## config.mk

```make
export PLATFORM = sky130hd
export DESIGN_NAME = clock_guard_and_reset_control
export DESIGN_NICKNAME = d
export VERILOG_FILES = /design/src/clock_guard_pkg.sv /design/src/reset_sync.sv /design/src/clock_divider.sv /design/src/clock_guard_and_reset_control.sv
export VERILOG_INCLUDE_DIRS = /design/src
export SDC_FILE = /design/constraint.sdc
export NUM_CORES = 1
export LEC_CHECK = 0
export BUFFER_PORTS_ARGS = -buffer_cell sky130_fd_sc_hd__buf_2
export CELL_PAD_IN_SITES_DETAIL_PLACEMENT = 1
export CELL_PAD_IN_SITES_GLOBAL_PLACEMENT = 2
export CORE_ASPECT_RATIO = 0.75
export CORE_MARGIN = 2
export CORE_UTILIZATION = 32
export DETAILED_ROUTE_END_ITERATION = 6
export PLACE_DENSITY = 0.77
export SYNTH_ARGS = -nofsm -noshare
export SYNTH_HDL_FRONTEND = slang
export SYNTH_HIERARCHICAL = 1
export SYNTH_SLANG_ARGS = --single-unit
```

## constraint.sdc

```tcl
create_clock -name sys_clk_in -period 2 [get_ports sys_clk_in]
set_clock_uncertainty 0.15 [all_clocks]
set_input_delay 0.4 -clock sys_clk_in [delete_from_list [all_inputs] [get_ports sys_clk_in]]
set_output_delay 0.4 -clock sys_clk_in [all_outputs]
set_load 0.01 [all_outputs]
```

## src/clock_guard_map.svh

```systemverilog
`ifndef CLOCK_GUARD_MAP_SVH
`define CLOCK_GUARD_MAP_SVH

// ----------------------------------------
// register map
// ----------------------------------------
`define CONV_OSC_CTRL_ADDR 8'h00_D1
`define OSC_DIV_CTRL_ADDR 8'h00_DC
`define STATUS_ADDR 8'h00_DE
`define OSC_DIV_CTRL_RESET 8'h00_00
`define CONV_OSC_CTRL_RESET 8'h00_40
`define MAIN_OSC_DISABLE_BIT 2
`define DIV_SEL_LSB 0
`define DIV_SEL_MSB 1
`define OSC_DIV_USED_MASK 8'h00_0F

// ----------------------------------------
// timing
// ----------------------------------------
`define MIN_GAP_CYCLES 4'h0_2
`define MISS_LIMIT 8'h00_10
`define BACKUP_HALF_PERIOD 8'h00_08
`define RESET_DELAY_CYCLES 16'h0_040
`define STOP_RESTART_CYCLES 8'h00_01

`endif

```

## src/clock_guard_pkg.sv

```systemverilog
package clock_guard_pkg;
    typedef enum logic [3:0] {
        ST_HOLD = 4'b0001,
        ST_DELAY = 4'b0010,
        ST_RUN = 4'b0100,
        ST_PIN = 4'b1000
    } reset_state_t;

    typedef enum logic [1:0] {
        SRC_MAIN = 2'b01,
        SRC_BACKUP = 2'b10
    } clk_src_t;
endpackage

```

## src/reset_sync.sv

```systemverilog
`timescale 1ns/10ps
`default_nettype none
`include "clock_guard_map.svh"

module reset_sync (
    input wire logic sys_clk_in,
    input wire logic rst_b_in,
    input wire logic async_in,
    output logic sync_out
);
    logic stage1;
    logic next_stage1;
    logic next_sync;

    always_comb begin
        next_stage1 = async_in;
        next_sync = stage1;
    end

    always_ff @(posedge sys_clk_in) begin
        if (!rst_b_in) begin
            stage1 <= 1'b0;
            sync_out <= 1'b0;
        end else begin
            stage1 <= next_stage1;
            sync_out <= next_sync;
        end
    end
endmodule

`default_nettype wire

```

## src/clock_divider.sv

```systemverilog
`timescale 1ns/10ps
`default_nettype none
`include "clock_guard_map.svh"

module clock_divider (
    input wire logic sys_clk_in,
    input wire logic rst_b_in,
    input wire logic tick_in,
    input wire logic [1:0] div_sel_in,
    output logic tick_out
);
    logic [1:0] count;
    logic [1:0] next_count;
    logic next_tick;
    logic [1:0] limit;

    function automatic logic [1:0] div_limit(input logic [1:0] sel);
        begin
            if (sel == 2'b00) begin
                div_limit = 2'd0;
            end else if (sel == 2'b01) begin
                div_limit = 2'd1;
            end else begin
                div_limit = 2'd3;
            end
        end
    endfunction

    always_comb begin
        limit = div_limit(div_sel_in);
        next_count = count;
        next_tick = 1'b0;
        if (tick_in) begin
            if (count >= limit) begin
                next_count = 2'd0;
                next_tick = 1'b1;
            end else begin
                next_count = count + 2'd1;
            end
        end
    end

    always_ff @(posedge sys_clk_in) begin
        if (!rst_b_in) begin
            count <= 2'd0;
            tick_out <= 1'b0;
        end else begin
            count <= next_count;
            tick_out <= next_tick;
        end
    end
endmodule

`default_nettype wire

```

## src/clock_guard_and_reset_control.sv

```systemverilog
// Our own choice: strobed register access.
`timescale 1ns/10ps
`default_nettype none
`include "clock_guard_map.svh"

module clock_guard_and_reset_control (
    input wire logic sys_clk_in,
    input wire logic rst_b_in,
    input wire logic guard_enable_in,
    input wire logic main_osc_edge_in,
    input wire logic reset_pin_in,
    input wire logic power_on_in,
    input wire logic watchdog_timeout_in,
    input wire logic undervoltage_in,
    input wire logic stop_mode_in,
    input wire logic [7:0] addr_in,
    input wire logic [7:0] wdata_in,
    input wire logic wr_in,
    input wire logic rd_in,
    output logic [7:0] rdata_out,
    output logic internal_reset_out,
    output logic io_pullup_out,
    output logic watchdog_reload_out,
    output logic reset_pin_out,
    output logic reset_pin_oe_out,
    output logic main_osc_enable_out,
    output logic backup_osc_enable_out,
    output logic clock_tick_out,
    output logic backup_active_out
);
    // ----------------------------------------
    // registers and bus
    // ----------------------------------------
    logic [7:0] conv_osc_ctrl;
    logic [7:0] osc_div_ctrl;
    logic [7:0] next_conv_osc_ctrl;
    logic [7:0] next_osc_div_ctrl;
    logic [7:0] next_rdata;
    logic pin_sync;
    logic pin_low;
    logic div_tick;

    reset_sync u_pin_sync (
        .sys_clk_in(sys_clk_in),
        .rst_b_in(rst_b_in),
        .async_in(reset_pin_in),
        .sync_out(pin_sync)
    );
    assign pin_low = !pin_sync;

    always_comb begin
        next_conv_osc_ctrl = conv_osc_ctrl;
        next_osc_div_ctrl = osc_div_ctrl;
        next_rdata = 8'h00_00;
        if (internal_reset_out) begin
            next_conv_osc_ctrl = `CONV_OSC_CTRL_RESET;
            next_osc_div_ctrl = `OSC_DIV_CTRL_RESET;
        end else if (wr_in) begin
            if (addr_in == `CONV_OSC_CTRL_ADDR) begin
                next_conv_osc_ctrl = wdata_in;
            end else if (addr_in == `OSC_DIV_CTRL_ADDR) begin
                next_osc_div_ctrl = wdata_in & `OSC_DIV_USED_MASK;
            end
        end
        if (rd_in) begin
            if (addr_in == `CONV_OSC_CTRL_ADDR) begin
                next_rdata = conv_osc_ctrl;
            end else if (addr_in == `STATUS_ADDR) begin
                next_rdata = {5'd0, backup_active_out, main_osc_enable_out,
                              internal_reset_out};
            end
            // divider control is write-only and reads zero
        end
    end

    always_ff @(posedge sys_clk_in) begin
        if (!rst_b_in) begin
            conv_osc_ctrl <= `CONV_OSC_CTRL_RESET;
            osc_div_ctrl <= `OSC_DIV_CTRL_RESET;
            rdata_out <= 8'h00_00;
        end else begin
            conv_osc_ctrl <= next_conv_osc_ctrl;
            osc_div_ctrl <= next_osc_div_ctrl;
            rdata_out <= next_rdata;
        end
    end

    // ----------------------------------------
    // oscillator guard and source select
    // ----------------------------------------
    logic main_disable;
    logic [3:0] gap;
    logic [3:0] next_gap;
    logic [7:0] miss;
    logic [7:0] next_miss;
    logic [7:0] bk_count;
    logic [7:0] next_bk_count;
    logic bk_phase;
    logic next_bk_phase;
    logic main_running;
    logic next_main_running;
    logic backup_tick;
    logic main_tick;
    logic src_tick;
    clock_guard_pkg::clk_src_t src;
    clock_guard_pkg::clk_src_t next_src;
    logic next_backup_active;
    logic next_main_en;
    logic next_backup_en;
    logic next_clock_tick;

    assign main_disable = conv_osc_ctrl[`MAIN_OSC_DISABLE_BIT]
        && guard_enable_in;

    always_comb begin
        next_gap = gap;
        next_miss = miss;
        next_main_running = main_running;
        main_tick = 1'b0;
        if (gap != 4'h0_0) begin
            next_gap = gap - 4'h0_1;
        end
        if (main_osc_edge_in && !main_disable) begin
            next_miss = 8'h00_00;
            next_main_running = 1'b1;
            if (!guard_enable_in || gap == 4'h0_0) begin
                main_tick = 1'b1;
                next_gap = `MIN_GAP_CYCLES;
            end
        end else if (miss != `MISS_LIMIT) begin
            next_miss = miss + 8'h00_01;
        end else begin
            next_main_running = 1'b0;
        end
        if (main_disable) begin
            next_main_running = 1'b0;
        end
    end

    always_comb begin
        next_bk_count = bk_count;
        next_bk_phase = bk_phase;
        backup_tick = 1'b0;
        next_src = src;
        if (backup_active_out) begin
            if (bk_count == `BACKUP_HALF_PERIOD) begin
                next_bk_count = 8'h00_00;
                next_bk_phase = !bk_phase;
                backup_tick = bk_phase;
            end else begin
                next_bk_count = bk_count + 8'h00_01;
            end
        end else begin
            next_bk_count = 8'h00_00;
            next_bk_phase = 1'b0;
        end
        // switch to backup at once; switch back to main on a whole backup pulse boundary (backup_tick), or at once when the guard is off
        if (guard_enable_in && !main_running && src == clock_guard_pkg::SRC_MAIN) begin
            next_src = clock_guard_pkg::SRC_BACKUP;
        end else if (main_running && src == clock_guard_pkg::SRC_BACKUP && backup_tick) begin
            next_src = clock_guard_pkg::SRC_MAIN;
        end else if (!guard_enable_in) begin
            next_src = clock_guard_pkg::SRC_MAIN;
        end
        src_tick = (src == clock_guard_pkg::SRC_MAIN) ? main_tick : backup_tick;
        next_backup_active = guard_enable_in
            && (next_src == clock_guard_pkg::SRC_BACKUP);
        next_backup_en = next_backup_active;
        next_main_en = !main_disable;
    end

    clock_divider u_div (
        .sys_clk_in(sys_clk_in),
        .rst_b_in(rst_b_in),
        .tick_in(src_tick),
        .div_sel_in(osc_div_ctrl[`DIV_SEL_MSB:`DIV_SEL_LSB]),
        .tick_out(div_tick)
    );
    assign next_clock_tick = div_tick && !internal_reset_out;

    always_ff @(posedge sys_clk_in) begin
        if (!rst_b_in) begin
            gap <= 4'h0_0;
            miss <= 8'h00_00;
            main_running <= 1'b0;
            bk_count <= 8'h00_00;
            bk_phase <= 1'b0;
            src <= clock_guard_pkg::SRC_MAIN;
            backup_active_out <= 1'b0;
            main_osc_enable_out <= 1'b1;
            backup_osc_enable_out <= 1'b0;
            clock_tick_out <= 1'b0;
        end else begin
            gap <= next_gap;
            miss <= next_miss;
            main_running <= next_main_running;
            bk_count <= next_bk_count;
            bk_phase <= next_bk_phase;
            src <= next_src;
            backup_active_out <= next_backup_active;
            main_osc_enable_out <= next_main_en;
            backup_osc_enable_out <= next_backup_en;
            clock_tick_out <= next_clock_tick;
        end
    end

    // ----------------------------------------
    // reset generation
    // ----------------------------------------
    clock_guard_pkg::reset_state_t rst_state;
    clock_guard_pkg::reset_state_t next_rst_state;
    logic [15:0] delay;
    logic [15:0] next_delay;
    logic internal_src;
    logic any_src;
    logic next_internal_reset;
    logic next_pullup;
    logic next_wd_reload;
    logic next_pin_drive;

    assign internal_src = power_on_in || watchdog_timeout_in || undervoltage_in;
    assign any_src = internal_src || pin_low;

    always_comb begin
        next_rst_state = rst_state;
        next_delay = delay;
        case (rst_state)
            clock_guard_pkg::ST_HOLD: begin
                next_delay = 16'h0_000;
                if (!any_src) begin
                    next_rst_state = clock_guard_pkg::ST_DELAY;
                end
            end
            clock_guard_pkg::ST_DELAY: begin
                if (any_src) begin
                    next_rst_state = clock_guard_pkg::ST_HOLD;
                end else if (src_tick) begin
                    // delay counts whichever source runs
                    if (delay == `RESET_DELAY_CYCLES) begin
                        next_rst_state = clock_guard_pkg::ST_RUN;
                    end else begin
                        next_delay = delay + 16'h0_001;
                    end
                end
            end
            clock_guard_pkg::ST_RUN: begin
                if (any_src) begin
                    next_rst_state = clock_guard_pkg::ST_HOLD;
                end
            end
            clock_guard_pkg::ST_PIN: begin
                next_rst_state = clock_guard_pkg::ST_HOLD;
            end
            default: begin
                next_rst_state = clock_guard_pkg::ST_HOLD;
            end
        endcase
        next_internal_reset = (next_rst_state != clock_guard_pkg::ST_RUN);
        next_pullup = next_internal_reset;
        next_wd_reload = watchdog_timeout_in || next_internal_reset;
        next_pin_drive = internal_src;
    end

    always_ff @(posedge sys_clk_in) begin
        if (!rst_b_in) begin
            rst_state <= clock_guard_pkg::ST_HOLD;
            delay <= 16'h0_000;
            internal_reset_out <= 1'b1;
            io_pullup_out <= 1'b1;
            watchdog_reload_out <= 1'b1;
            reset_pin_out <= 1'b0;
            reset_pin_oe_out <= 1'b0;
        end else begin
            rst_state <= next_rst_state;
            delay <= next_delay;
            internal_reset_out <= next_internal_reset;
            io_pullup_out <= next_pullup;
            watchdog_reload_out <= next_wd_reload;
            reset_pin_out <= 1'b0;
            reset_pin_oe_out <= next_pin_drive;
        end
    end

    // ----------------------------------------
    // assertions
    // ----------------------------------------
    a_div_by_one: assert property (@(posedge sys_clk_in) disable iff (!rst_b_in)
        (osc_div_ctrl[`DIV_SEL_MSB:`DIV_SEL_LSB] == 2'b00 && $stable(osc_div_ctrl)
         && src_tick) |=> div_tick)
        else $error("divide by one lost a tick");
    a_pin_holds: assert property (@(posedge sys_clk_in) disable iff (!rst_b_in)
        (!pin_sync) |=> internal_reset_out)
        else $error("reset not held while pin low");
    a_internal_drive: assert property (@(posedge sys_clk_in) disable iff (!rst_b_in)
        internal_src |=> reset_pin_oe_out && !reset_pin_out)
        else $error("reset pin not driven low");
    a_guard_off: assert property (@(posedge sys_clk_in) disable iff (!rst_b_in)
        !guard_enable_in |=> !backup_active_out)
        else $error("backup active without guard");
    a_pullup_reset: assert property (@(posedge sys_clk_in) disable iff (!rst_b_in)
        any_src |=> io_pullup_out && internal_reset_out)
        else $error("pullups missing in reset");
    a_spike_drop: assert property (@(posedge sys_clk_in) disable iff (!rst_b_in)
        (main_tick && guard_enable_in) |=> !main_tick)
        else $error("spike passed guard");
    a_osc_off: assert property (@(posedge sys_clk_in) disable iff (!rst_b_in)
        (main_disable && !internal_reset_out) |=> !main_osc_enable_out)
        else $error("main oscillator not stopped");
    a_wd_reload: assert property (@(posedge sys_clk_in) disable iff (!rst_b_in)
        watchdog_timeout_in |=> watchdog_reload_out && internal_reset_out)
        else $error("watchdog reset missing");
    c_backup_on: cover property (@(posedge sys_clk_in) disable iff (!rst_b_in)
        $rose(backup_active_out));
    c_back_main: cover property (@(posedge sys_clk_in) disable iff (!rst_b_in)
        $fell(backup_active_out));
    c_release: cover property (@(posedge sys_clk_in) disable iff (!rst_b_in)
        $fell(internal_reset_out));
endmodule

`default_nettype wire

```

==> results of run 1 <==
repair_timing:
item,in CTS,in global routing
gates resized for setup,26,15
pin swaps,14,9
setup buffers,5,3
setup endpoints to repair,21,21
per-layer routing:
layer  up-vias  share of wire (%)
met5         -                  0
met4         0                1.2
met3         9                3.7
met2        45                 45
met1      1384                 50
li1       1480                  -
cell usage in the layout, fill, tap and decap left out, types with 3 or more instances in the layout:
cell       instances
nand3_1           22
mux2i_1           20
xor2_1            11
o21ai_0            7
nor2_1            37
a21oi_2            6
xnor2_1            6
dfxtp_2            4
and3_1            10
clkbuf_16          9
inv_2              4
bufinv_16          3
a21oi_1            6
buf_2             41
dfxtp_1           69
buf_4             51
ha_1               7
a22o_1             3
nor3_1             3
and2_1             9
nand2_1           35
nor4_1             5
nand2b_1          15
a21oi_4            3
nand4_1            4
inv_1             15
worst min path at each step:
| stage | startpoint | endpoint | slack [ps] | depth (start not counted) |
|---|---|---|---|---|
| final | reset_pin_in | u_pin_sync/next_sync | 120 | 2 |
| after global routing | reset_pin_in | u_pin_sync/next_sync | 120 | 2 |
| after CTS | reset_pin_in | u_pin_sync/next_sync | 110 | 2 |
| after detailed placement | u_div/tick_out | clock_tick_out | 250 | 2 |
| after global placement | u_div/tick_out | clock_tick_out | 250 | 2 |
| after floorplan | u_div/tick_out | clock_tick_out | 240 | 2 |
flip-flops by register name, indices dropped and copies added, names as in the netlist, 4 cells and up:
| signal | flops |
|---|---|
| delay | 16 |
| conv_osc_ctrl | 8 |
| rst_state | 4 |
| bk_count | 8 |
| miss | 8 |
| gap | 4 |
| rdata_out | 8 |
power breakdown:
| group | leakage (nW) | internal, W | switching [W] | total (W) |
|---|---|---|---|---|
| Clock | 0.171 | 0.00123 | 0.000639 | 0.00187 |
| Combinational | 1.12 | 0.000280 | 0.000274 | 0.000555 |
| Sequential | 0.593 | 0.00151 | 0.0000440 | 0.00156 |
metrics by stage:
step | instances | TNS [ps] | hold slack [ps] | utilization [%] | setup WS (ps)
floorplan | 368 | -206.5 | 243.6 | - | -88.85
global placement | 580 | -4096 | 247.1 | 39.62 | -278.5
detailed placement | 580 | -5143 | 253.9 | 39.62 | -322.7
CTS | 601 | -419.3 | 113.7 | 44.35 | -153.4
global route | 603 | -3146 | 121.2 | 45.30 | -247.4
finish | 603 | -1028 | 124.3 | 45.30 | -153.9
final cells by class:
class	count	area, um2
clock buffer	9	225.2
clock inverter	7	125.1
fill	1215	5607
inverter	19	71.32
multi-input combinational	265	1966
sequential	73	1466
tap	136	170.2
timing repair buffer	94	619.3
cell families after synthesis:
kind of cell               share of synthesized area (%)
other                                             0.1120
buffers and inverters                              3.813
AOI/OAI and AO/OA                                  11.70
xor gates and xnor gates                           4.449
adders and majority gates                          3.365
DFF                                                43.66
muxes                                              5.981
and+or+nand+nor                                    26.92
==> results summary, run 1 <==
The highest ir drop seen on vdd is 0.0005594 V. At the end of the flow, the number of nets in the layout was 498. In the final routed layout, each cell accounts on average for 14.55 um. The worst setup slack for register-to-register paths is -150 ps. After the first detailed-routing iteration, the DRC count stood at 95. The standard cell area after detailed placement came out at 4061 um2. The critical path contains buffers and inverters numbering 3 combined. After detailed routing, the number of remaining DRC violations is 0. The number of primary I/O pins is 44.

The maximum frequency from static timing analysis is 464.3 MHz. The met3 usage is 4.002%. The fraction of layout cells with a size suffix above 1 came out at 33.40%. By area the synthesized netlist is led by dfxtp_1, mux2i_1, nor2_1.

Entering global routing, the biggest net connects 27 pins. The arrival time at the worst endpoint came out at 2260 ps. The number of synthesized flops with an enable pin is 0. The global-route total usage across every layer came out at 16.69%. TritonCTS built the clock tree. Among all cell types in the netlist, the one instantiated most often is dfxtp_1. The final instance area came out at 4643 um2.

The number of I/O port buffers came out at 41. The share of the synthesized area in the top cell type came out at 43.66%. The setup-violating endpoint count in the final report came out at 18. STA classifies the critical path startpoint as a register. The min-delay analysis places its worst path in the category in -> reg. The initialized floorplan defines 32 standard-cell rows. The post-DP HPWL is 6191 um. The latest clock arrival within the worst-skew pair came out at 330 ps. The average size of a mapped cell is 9.120 um2. The met2 demand-to-capacity share in global routing came out at 26.96%. 0 antenna diodes ended up in the layout. The cell type of the slowest stage on the worst timing path is dfxtp_2. For the pin with the worst max-slew slack, the measured transition is 598.1 ps. The post-synthesis cell count came out at 367. The maximum buffer depth of the clock tree is 2. The most critical setup path has its startpoint at bk_count[0]. The unique cell type count in the Yosys netlist is 58. Of all flip-flops after synthesis, the portion carrying an async set or reset was 0%. The biggest cell delay along the critical path is 320 ps. The number of max-capacitance violations reported is 0.

The post-synthesis sequential area ratio is 43.66%. The hold-fix buffer count after cts came out at 0. Clock-pin slew was measured on the worst setup and hold paths at 60 ps. The iteration count of the initial detailed-routing pass is 4.

In this run, synthesis produced a sequential element count of 73. After layout, the worst path uses 107.7% of the clock period. The starting density of the core is 32.65%.

The largest total area in the synthesized netlist belongs to dfxtp_1. The number of global-route vias before repair came out at 3093. The number of cells on the worst reg-to-reg path is 9. The most used flip-flop cell after synthesis is dfxtp_1. The total number of vias came out at 2918. The floorplan step set the die width to 122.1 um.

Ranked by instance count, the synthesized netlist is headed by dfxtp_1, nor2_1, nand2_1. The tree is rooted in a clkbuf_16. In this run, CTS created clock tree buffers numbering 9.

The height of the die is 92.57 um. The final weighted congestion in routability-driven placement came out at 0.7496. For met1 alone, demand over resource in global routing was 21.70%. The max-slew headroom at the worst pin is 60.03%. The power density over the cells came out at 857.5 nW/um2. The number of sinks driven by the clock tree is 73. The core area is 10250 um2. The floorplan die area is 11300 um2.

The final reports fail on setup timing. The sum of overflow across all layers after global routing is 0. The max-slew violation count came to 0. The count of H-tree levels built during CTS is 3. The total count of hold-check failures in the final report is 0. The cell leakage power is 1.880 nW. The initial antenna violation count is 0. The number of vias per cell after detailed routing came out at 4.839.

The critical register-to-register path endpoint is delay[15]. In this run the remaining antenna-violating nets after routing total 0. Traced cell by cell, the critical path runs through inv_2 -> ha_2 -> nor4b_4 -> buf_4 -> and4_4 -> o211ai_1 -> buf_6 -> a211oi_4 -> mux2i_1.

The Yosys step of the flow raised 6 warnings. The critical path crosses 9 cells after its start point. The worst register-to-register path begins at bk_count[0].

After global routing, the most crowded layer is met2. The type of the worst setup path is reg -> reg. The flow ran to the end, but the final reports show violations. The mapped netlist covers 3347 um2. The worst-path maximum fanout came out at 7. The kind of cell with the highest combined delay along the critical path is simple AND/OR/NAND/NOR gates. For the worst setup path, the data required time is 2110 ps. The worst setup path is captured at a register. Following the worst setup path forward leads to its endpoint at delay[15]. From synthesis to final layout, the design area changed by 38.73%.

Setup repair after global routing could not meet its margin everywhere. The final wirelength is 8772 um. The global-route wire length before repair is 14790 um. After layout, the worst setup slack is -153.9 ps. The shortest clock period the worst path allows after layout is 2154 ps. The overall power came out at 0.003982 W.
Power figures use the tool's default switching activity.
==> inputs of run 2 (changes only) <==
PLACE_DENSITY = default   (was 0.77)
PLACE_DENSITY_LB_ADDON = 0.1   (was default)
SETUP_SLACK_MARGIN = 0.1   (was default)
==> run 2 against run 1 <==
  * Non-clock buffer count grew 12
  * Die area is the same
  * Critical endpoint is now delay[1]
  * First-iteration DRC count grew 7.4%
  * Largest power group unchanged
  * Combinational power grew 10%
  * Flip-flop and latch count is the same
  * Cell area grew 1.3%
  * Hold slack gained 21 ps
  * Utilization grew 0.60 points
  * The run still ends with setup timing left
==> results summary, run 2 (same netlist as run 1, synthesis figures left out) <==
Outcome: finished, violations left (unchanged). Violations in the final reports: setup timing (unchanged). The number of primary I/O pins came out at 44 (unchanged). Unrepaired setup endpoints after global routing: true (unchanged). The core area came out at 10250 um2 (unchanged).

The net total in the final layout is 510 (was 498). The growth of design area from synthesis to finish is 40.56% (was 38.73%). The number of max-capacitance violations reported is 0 (unchanged).

The total count of hold-check failures in the final report came out at 0 (unchanged). The cell leakage power came out at 1.915 nW (was 1.880 nW). The power density over the cells came to 819.9 nW/um2 (was 857.5 nW/um2).

The number of vias per cell after detailed routing came out at 4.776 (was 4.839). The shortest clock period the worst path allows after layout is 2196 ps (was 2154 ps). The max-slew violation count came out at 0 (unchanged). The utilization after layout came out at 45.90% (was 45.30%). The count of H-tree levels built during CTS came to 3 (unchanged). The fraction of layout cells with a size suffix above 1 came to 35.28% (was 33.40%). The actual transition at the worst max-transition pin is 508.4 ps (was 598.1 ps). The residual antenna-violating net count after detailed routing came to 0 (unchanged). The pin count of the biggest net entering global routing came to 23 (was 27). The hold-fix buffer count after cts is 0 (unchanged). The final wirelength is 8849 um (was 8772 um).

The final instance area is 4705 um2 (was 4643 um2). The final weighted congestion in routability-driven placement was 0.7297 (was 0.7496). The area taken by flip-flops and latches is 1465 um2 (was 1466 um2). The max-slew headroom at the worst pin was 65.96% (was 60.03%).

The clock-pin transition on the worst setup and hold timing paths is 60 ps (about the same). The maximum buffer depth of the clock tree was 2 (unchanged). The fraction of the cycle the final worst path needs is 109.8% (was 107.7%). The number of filler cells placed in the layout was 1206 (was 1215). The CTS tree is yes (unchanged). The latest clock arrival within the worst-skew pair is 340 ps (was 330 ps). The violation count after the first detailed-routing iteration is 102 (was 95). The total number of vias was 2937 (was 2918). The mean routed wirelength per cell came out at 14.39 um (was 14.55 um).

The flip-flop count of the largest register after layout is 16 (unchanged). The standard cell area after detailed placement came to 4111 um2 (was 4061 um2). The register ranked first by flip-flop count is delay (unchanged). The final hold slack is 145.4 ps (was 124.3 ps). The final sum of negative setup slack is -2339 ps (was -1028 ps). The buffer cell driving the clock tree root was clkbuf_16 (unchanged).

The global-route wire length before repair came out at 14700 um (was 14790 um). The type of destination of the critical path is a register (unchanged). The global-route total usage across every layer is 16.80% (was 16.69%). The floorplan die area is 11300 um2 (unchanged). The iteration count of the initial detailed-routing pass is 4 (unchanged).

The starting density of the core is 32.65% (unchanged). The post-DP HPWL came out at 6475 um (was 6191 um). The number of global-route vias before repair came to 3019 (was 3093).

The setup-violating endpoint count in the final report came out at 19 (was 18). The area taken by multi-input logic gates is 1978 um2 (was 1966 um2). The count of standard-cell rows is 32 (unchanged). The initial antenna violation count is 0 (unchanged). The number of I/O port buffers was 41 (unchanged).

The type of the worst setup path is reg -> reg (unchanged). The number of antenna cells inserted was 0 (unchanged). Top library cells by usage in the layout, fill and taps aside: dfxtp_1, buf_4, buf_2 (unchanged).

The class of the tightest hold or removal check is in -> reg (unchanged). The highest ir drop seen on vdd is 0.0005604 V (was 0.0005594 V). The remaining design rule violation count was 0 (unchanged). The number of buffers created by CTS is 9 (unchanged). The height of the die came out at 92.57 um (unchanged). The sum of overflow across all layers after global routing came out at 0 (unchanged). The smallest setup slack after layout is -196.0 ps (was -153.9 ps). The maximum frequency from static timing analysis came out at 455.4 MHz (was 464.3 MHz). The die boundary width is 122.1 um (unchanged).

The number of sinks driven by the clock tree is 73 (unchanged). The arrival time at the worst endpoint came out at 2280 ps (was 2260 ps). The kind of start point of the critical path is a register (unchanged).

The most common cell after layout, fill and taps aside is dfxtp_1 (unchanged). The worst-path maximum fanout is 6 (was 7). The required time of the critical path came to 2080 ps (was 2110 ps).
## run 2: worst max-delay path: stages (launching register included)
cell	delay, ps
dfxtp_2	340
inv_2	50
ha_4	150
nor4b_4	130
buf_4	130
o2111a_2	270
o211ai_1	440
buf_4	220
a21oi_2	50
o21a_1	160
## run 2: routing by layer
metal | up-vias | global-route usage (%) | share of wire (%)
met5 | - | 0 | 0
met3 | 8 | 4.187 | 3.8
met2 | 45 | 26.91 | 45
met1 | 1385 | 22.10 | 50
met4 | 0 | 5.556 | 1.0
li1 | 1499 | - | -
## run 2: path summary, 6_finish.rpt
| path | from | endpoint | slack (ps) | depth (start not counted) |
|---|---|---|---|---|
| worst max-delay path | gap[0] | delay[1] | -200 | 9 |
| worst min register to register | u_div/tick_out | clock_tick_out | 260 | 2 |
| worst max register to register | gap[0] | delay[1] | -200 | 9 |
| worst min-delay path | wdata_in[4] | conv_osc_ctrl[4] | 150 | 3 |
## run 2: stage by stage
step	total power [W]	std cells	setup WS (ps)
4_1_cts	0.003882	610	-170.5
3_3_place_gp	0.002078	588	-298.3
5_1_grt	0.004052	615	-300.5
6_report	0.003857	615	-196.0
2_1_floorplan	0.001893	368	-88.85
3_5_place_dp	0.002098	588	-359.0
## run 2: final cells by class
cell class | count | area share (%)
multi-input cells | 265 | 42.05
flip-flops and latches | 73 | 31.14
repair buffers | 106 | 14.97
clock buffers | 11 | 5.372
well taps | 136 | 3.617
inverters | 19 | 1.516
clock inverters | 5 | 1.330
## run 2: what timing repair did
action / CTS / global route
pin swaps: 16 / 7
setup endpoints to repair: 22 / 22
setup buffers: 6 / 5
resized for setup: 34 / 12
## run 2: where the power goes
| group | internal (W) | leakage (nW) | total, W | switching [W] |
|---|---|---|---|---|
| logic | 0.000324 | 1.17 | 0.000613 | 0.000289 |
| registers | 0.00151 | 0.592 | 0.00156 | 0.0000428 |
| clock network | 0.00104 | 0.148 | 0.00169 | 0.000649 |
==> inputs of run 3 (changes only) <==
CORE_UTILIZATION = 30   (was 32)
CTS_CLUSTER_SIZE = 28   (was default)
==> run 3 against run 2 <==
  * The flow still finishes with violations (setup timing)
  * Sequential share of layout area is 0.13 points lower
  * Via count increased by 0.51%
  * Cell area grew 0.51%
  * Critical path type unchanged
  * Critical endpoint is now watchdog_reload_out
  * Largest power group unchanged
  * Highest routed layer unchanged
==> results summary, run 3 (same netlist as run 1, synthesis figures left out) <==
The net switching power is 0.0009744 W (was 0.0009805 W). The setup-violating endpoint count in the final report came to 8 (was 19). The final hold slack is 115.8 ps (was 145.4 ps). The smallest setup slack after layout came out at -149.9 ps (was -196.0 ps). The type of the worst setup path is reg -> reg (unchanged).

The cell depth of the worst flop-to-flop path is 7 (was 9). The fraction of the cycle the final worst path needs is 107.5% (was 109.8%). The final weighted congestion in routability-driven placement is 0.7566 (was 0.7297). The cell leakage power is 1.918 nW (was 1.915 nW). The number of antenna cells inserted is 0 (unchanged).

The arrival time at the worst endpoint is 2210 ps (was 2280 ps). The number of vias per cell after detailed routing came to 4.808 (was 4.776). The number of primary I/O pins is 44 (unchanged). The overall power was 0.003998 W (was 0.003857 W). The starting density of the core came out at 30.70% (was 32.65%). The flip-flop count of the largest register after layout is 16 (unchanged). The utilization after layout came out at 43.38% (was 45.90%). The total count of hold-check failures in the final report came out at 0 (unchanged). The required time of the critical path is 2060 ps (was 2080 ps).

The latest clock arrival within the worst-skew pair came to 340 ps (about the same). The maximum buffer depth of the clock tree is 2 (unchanged). The count of H-tree levels built during CTS came out at 3 (unchanged). The class of the tightest hold or removal check was in -> reg (unchanged). The share of power burned in combinational logic is 14.5% (was 15.9%). The clock group share of total power is 46.6% (was 43.8%).

The design internal power came out at 0.003024 W (was 0.002877 W). The register ranked first by flip-flop count is delay (unchanged). The core area is 10900 um2 (was 10250 um2).

The violation count after the first detailed-routing iteration came out at 96 (was 102). The floorplan die area is 12030 um2 (was 11300 um2). The switching share of total power is 24.37% (was 25.42%). The CTS tree was yes (unchanged).

The buffer cell driving the clock tree root is clkbuf_16 (unchanged). The max-slew violation count came to 0 (unchanged). The growth of design area from synthesis to finish is 41.27% (was 40.56%). The worst setup slack for register-to-register paths came out at -150 ps (was -200 ps). The initial antenna violation count is 0 (unchanged). The shortest clock period the worst path allows after layout was 2150 ps (was 2196 ps). The number of sinks driven by the clock tree is 73 (unchanged). The highest ir drop seen on vdd is 0.0004324 V (was 0.0005604 V).

Unrepaired setup endpoints after global routing: true (unchanged). The post-DP HPWL came out at 6399 um (was 6475 um). The residual antenna-violating net count after detailed routing is 0 (unchanged). The setup slack after placement came out at -331.3 ps (was -359.0 ps). The area taken by multi-input logic gates came out at 2013 um2 (was 1978 um2). The total number of vias came to 2952 (was 2937). The count of standard-cell rows was 33 (was 32).

The number of I/O port buffers is 41 (unchanged). The maximum frequency from static timing analysis is 465.1 MHz (was 455.4 MHz). The sum of overflow across all layers after global routing was 0 (unchanged).

The clock-pin transition on the worst setup and hold timing paths is 60 ps (about the same). Top library cells by usage in the layout, fill and taps aside: dfxtp_1, buf_4, buf_2 (unchanged). The number of filler cells placed in the layout was 1293 (was 1206).

The remaining design rule violation count came out at 0 (unchanged). The power share of the sequential group is 38.9% (was 40.3%). The global-route wire length before repair is 14630 um (was 14700 um). The fraction of layout cells with a size suffix above 1 came out at 35.86% (was 35.28%). The number of global-route vias before repair came out at 2990 (was 3019).

The type of destination of the critical path is a register (unchanged). The height of the die came to 95.48 um (was 92.57 um). The worst-path maximum fanout is 3 (was 6).

The kind of start point of the critical path is a register (unchanged). The final wirelength is 8935 um (was 8849 um). The critical register-to-register path endpoint is watchdog_reload_out (was delay[1]). The area taken by flip-flops and latches came out at 1466 um2 (was 1465 um2).

Violations in the final reports: setup timing (unchanged). The mean routed wirelength per cell came out at 14.55 um (was 14.39 um). The pin count of the biggest net entering global routing is 23 (unchanged). The iteration count of the initial detailed-routing pass is 4 (unchanged). The net total in the final layout came out at 505 (was 510). The number of max-capacitance violations reported is 0 (unchanged). The most common cell after layout, fill and taps aside is dfxtp_1 (unchanged). The endpoint of the most critical setup path is watchdog_reload_out (was delay[1]).

The reg-to-reg critical path startpoint is bk_count[0] (was gap[0]). Outcome: finished, violations left (unchanged). The die boundary width came out at 126.0 um (was 122.1 um). The power density over the cells is 845.6 nW/um2 (was 819.9 nW/um2). The startpoint of the most critical setup path is bk_count[0] (was gap[0]).

The global-route total usage across every layer was 15.61% (was 16.80%). The number of buffers created by CTS came out at 9 (unchanged).
## run 3: cell types whose count changed in the layout (fill, tap and decap cells not counted), sizes merged
cell and delta:
buf -5, clkinv +2, clkbuf -2, clkinvlp -2, bufinv +2
## run 3: cell type report
cell class                 count  area share [%]
inverter                      19           1.508
multi-input combinational    265           42.58
clock inverter                 7           2.487
timing repair buffer         101           13.95
sequential                    73           31.01
tap                          140           3.705
clock buffer                   9           4.763
## run 3: worst min-delay path by stage
stage,start,to,slack (ps),depth (start not counted)
4_1_cts,reset_pin_in,u_pin_sync/next_sync,100,2
2_1_floorplan,u_div/tick_out,clock_tick_out,240,2
3_3_place_gp,u_div/tick_out,clock_tick_out,250,2
3_5_place_dp,u_div/tick_out,clock_tick_out,250,2
5_1_grt,reset_pin_in,u_pin_sync/next_sync,110,2
6_report,reset_pin_in,u_pin_sync/next_sync,120,2
## run 3: power by group through the flow
stage,clock (W),sequential [W],combinational [W]
detailed placement,0,0.00158,0.000531
global route,0.00198,0.00156,0.000657
global placement,0,0.00158,0.000504
floorplan,0,0.00159,0.000305
CTS,0.00192,0.00155,0.000584
finish,0.00186,0.00156,0.000581
## run 3: worst max-delay path, cell delays in order (launching register included)
cell and delay [ps]:
dfxtp_2 320, inv_2 60, ha_4 130, nor4b_4 280
nand4_2 190, a2111oi_4 390, a21oi_2 80, or4_1 410
## run 3: timing repair
action,in CTS,in global routing
pin swaps,14,12
buffers inserted,6,2
gates resized for setup,32,20
endpoints found under the setup margin,22,34
hold buffers,0,0
## run 3: stage by stage
step / instance area (um2) / cells / TNS [ps]
6_report: 4728 / 614 / -590.0
5_1_grt: 4728 / 614 / -3014
4_1_cts: 4631 / 612 / -782.7
3_5_place_dp: 4109 / 591 / -5048
3_3_place_gp: 4109 / 591 / -4329
2_1_floorplan: 3387 / 368 / -206.5
## run 3: routing by layer
layer  GRT usage (%)  wire, um  vias up
met5               0         0        -
met4           4.945       101        0
met3           4.545       355        8
met2           25.67      4059       46
met1           19.91      4418     1407
li1                -         -     1491
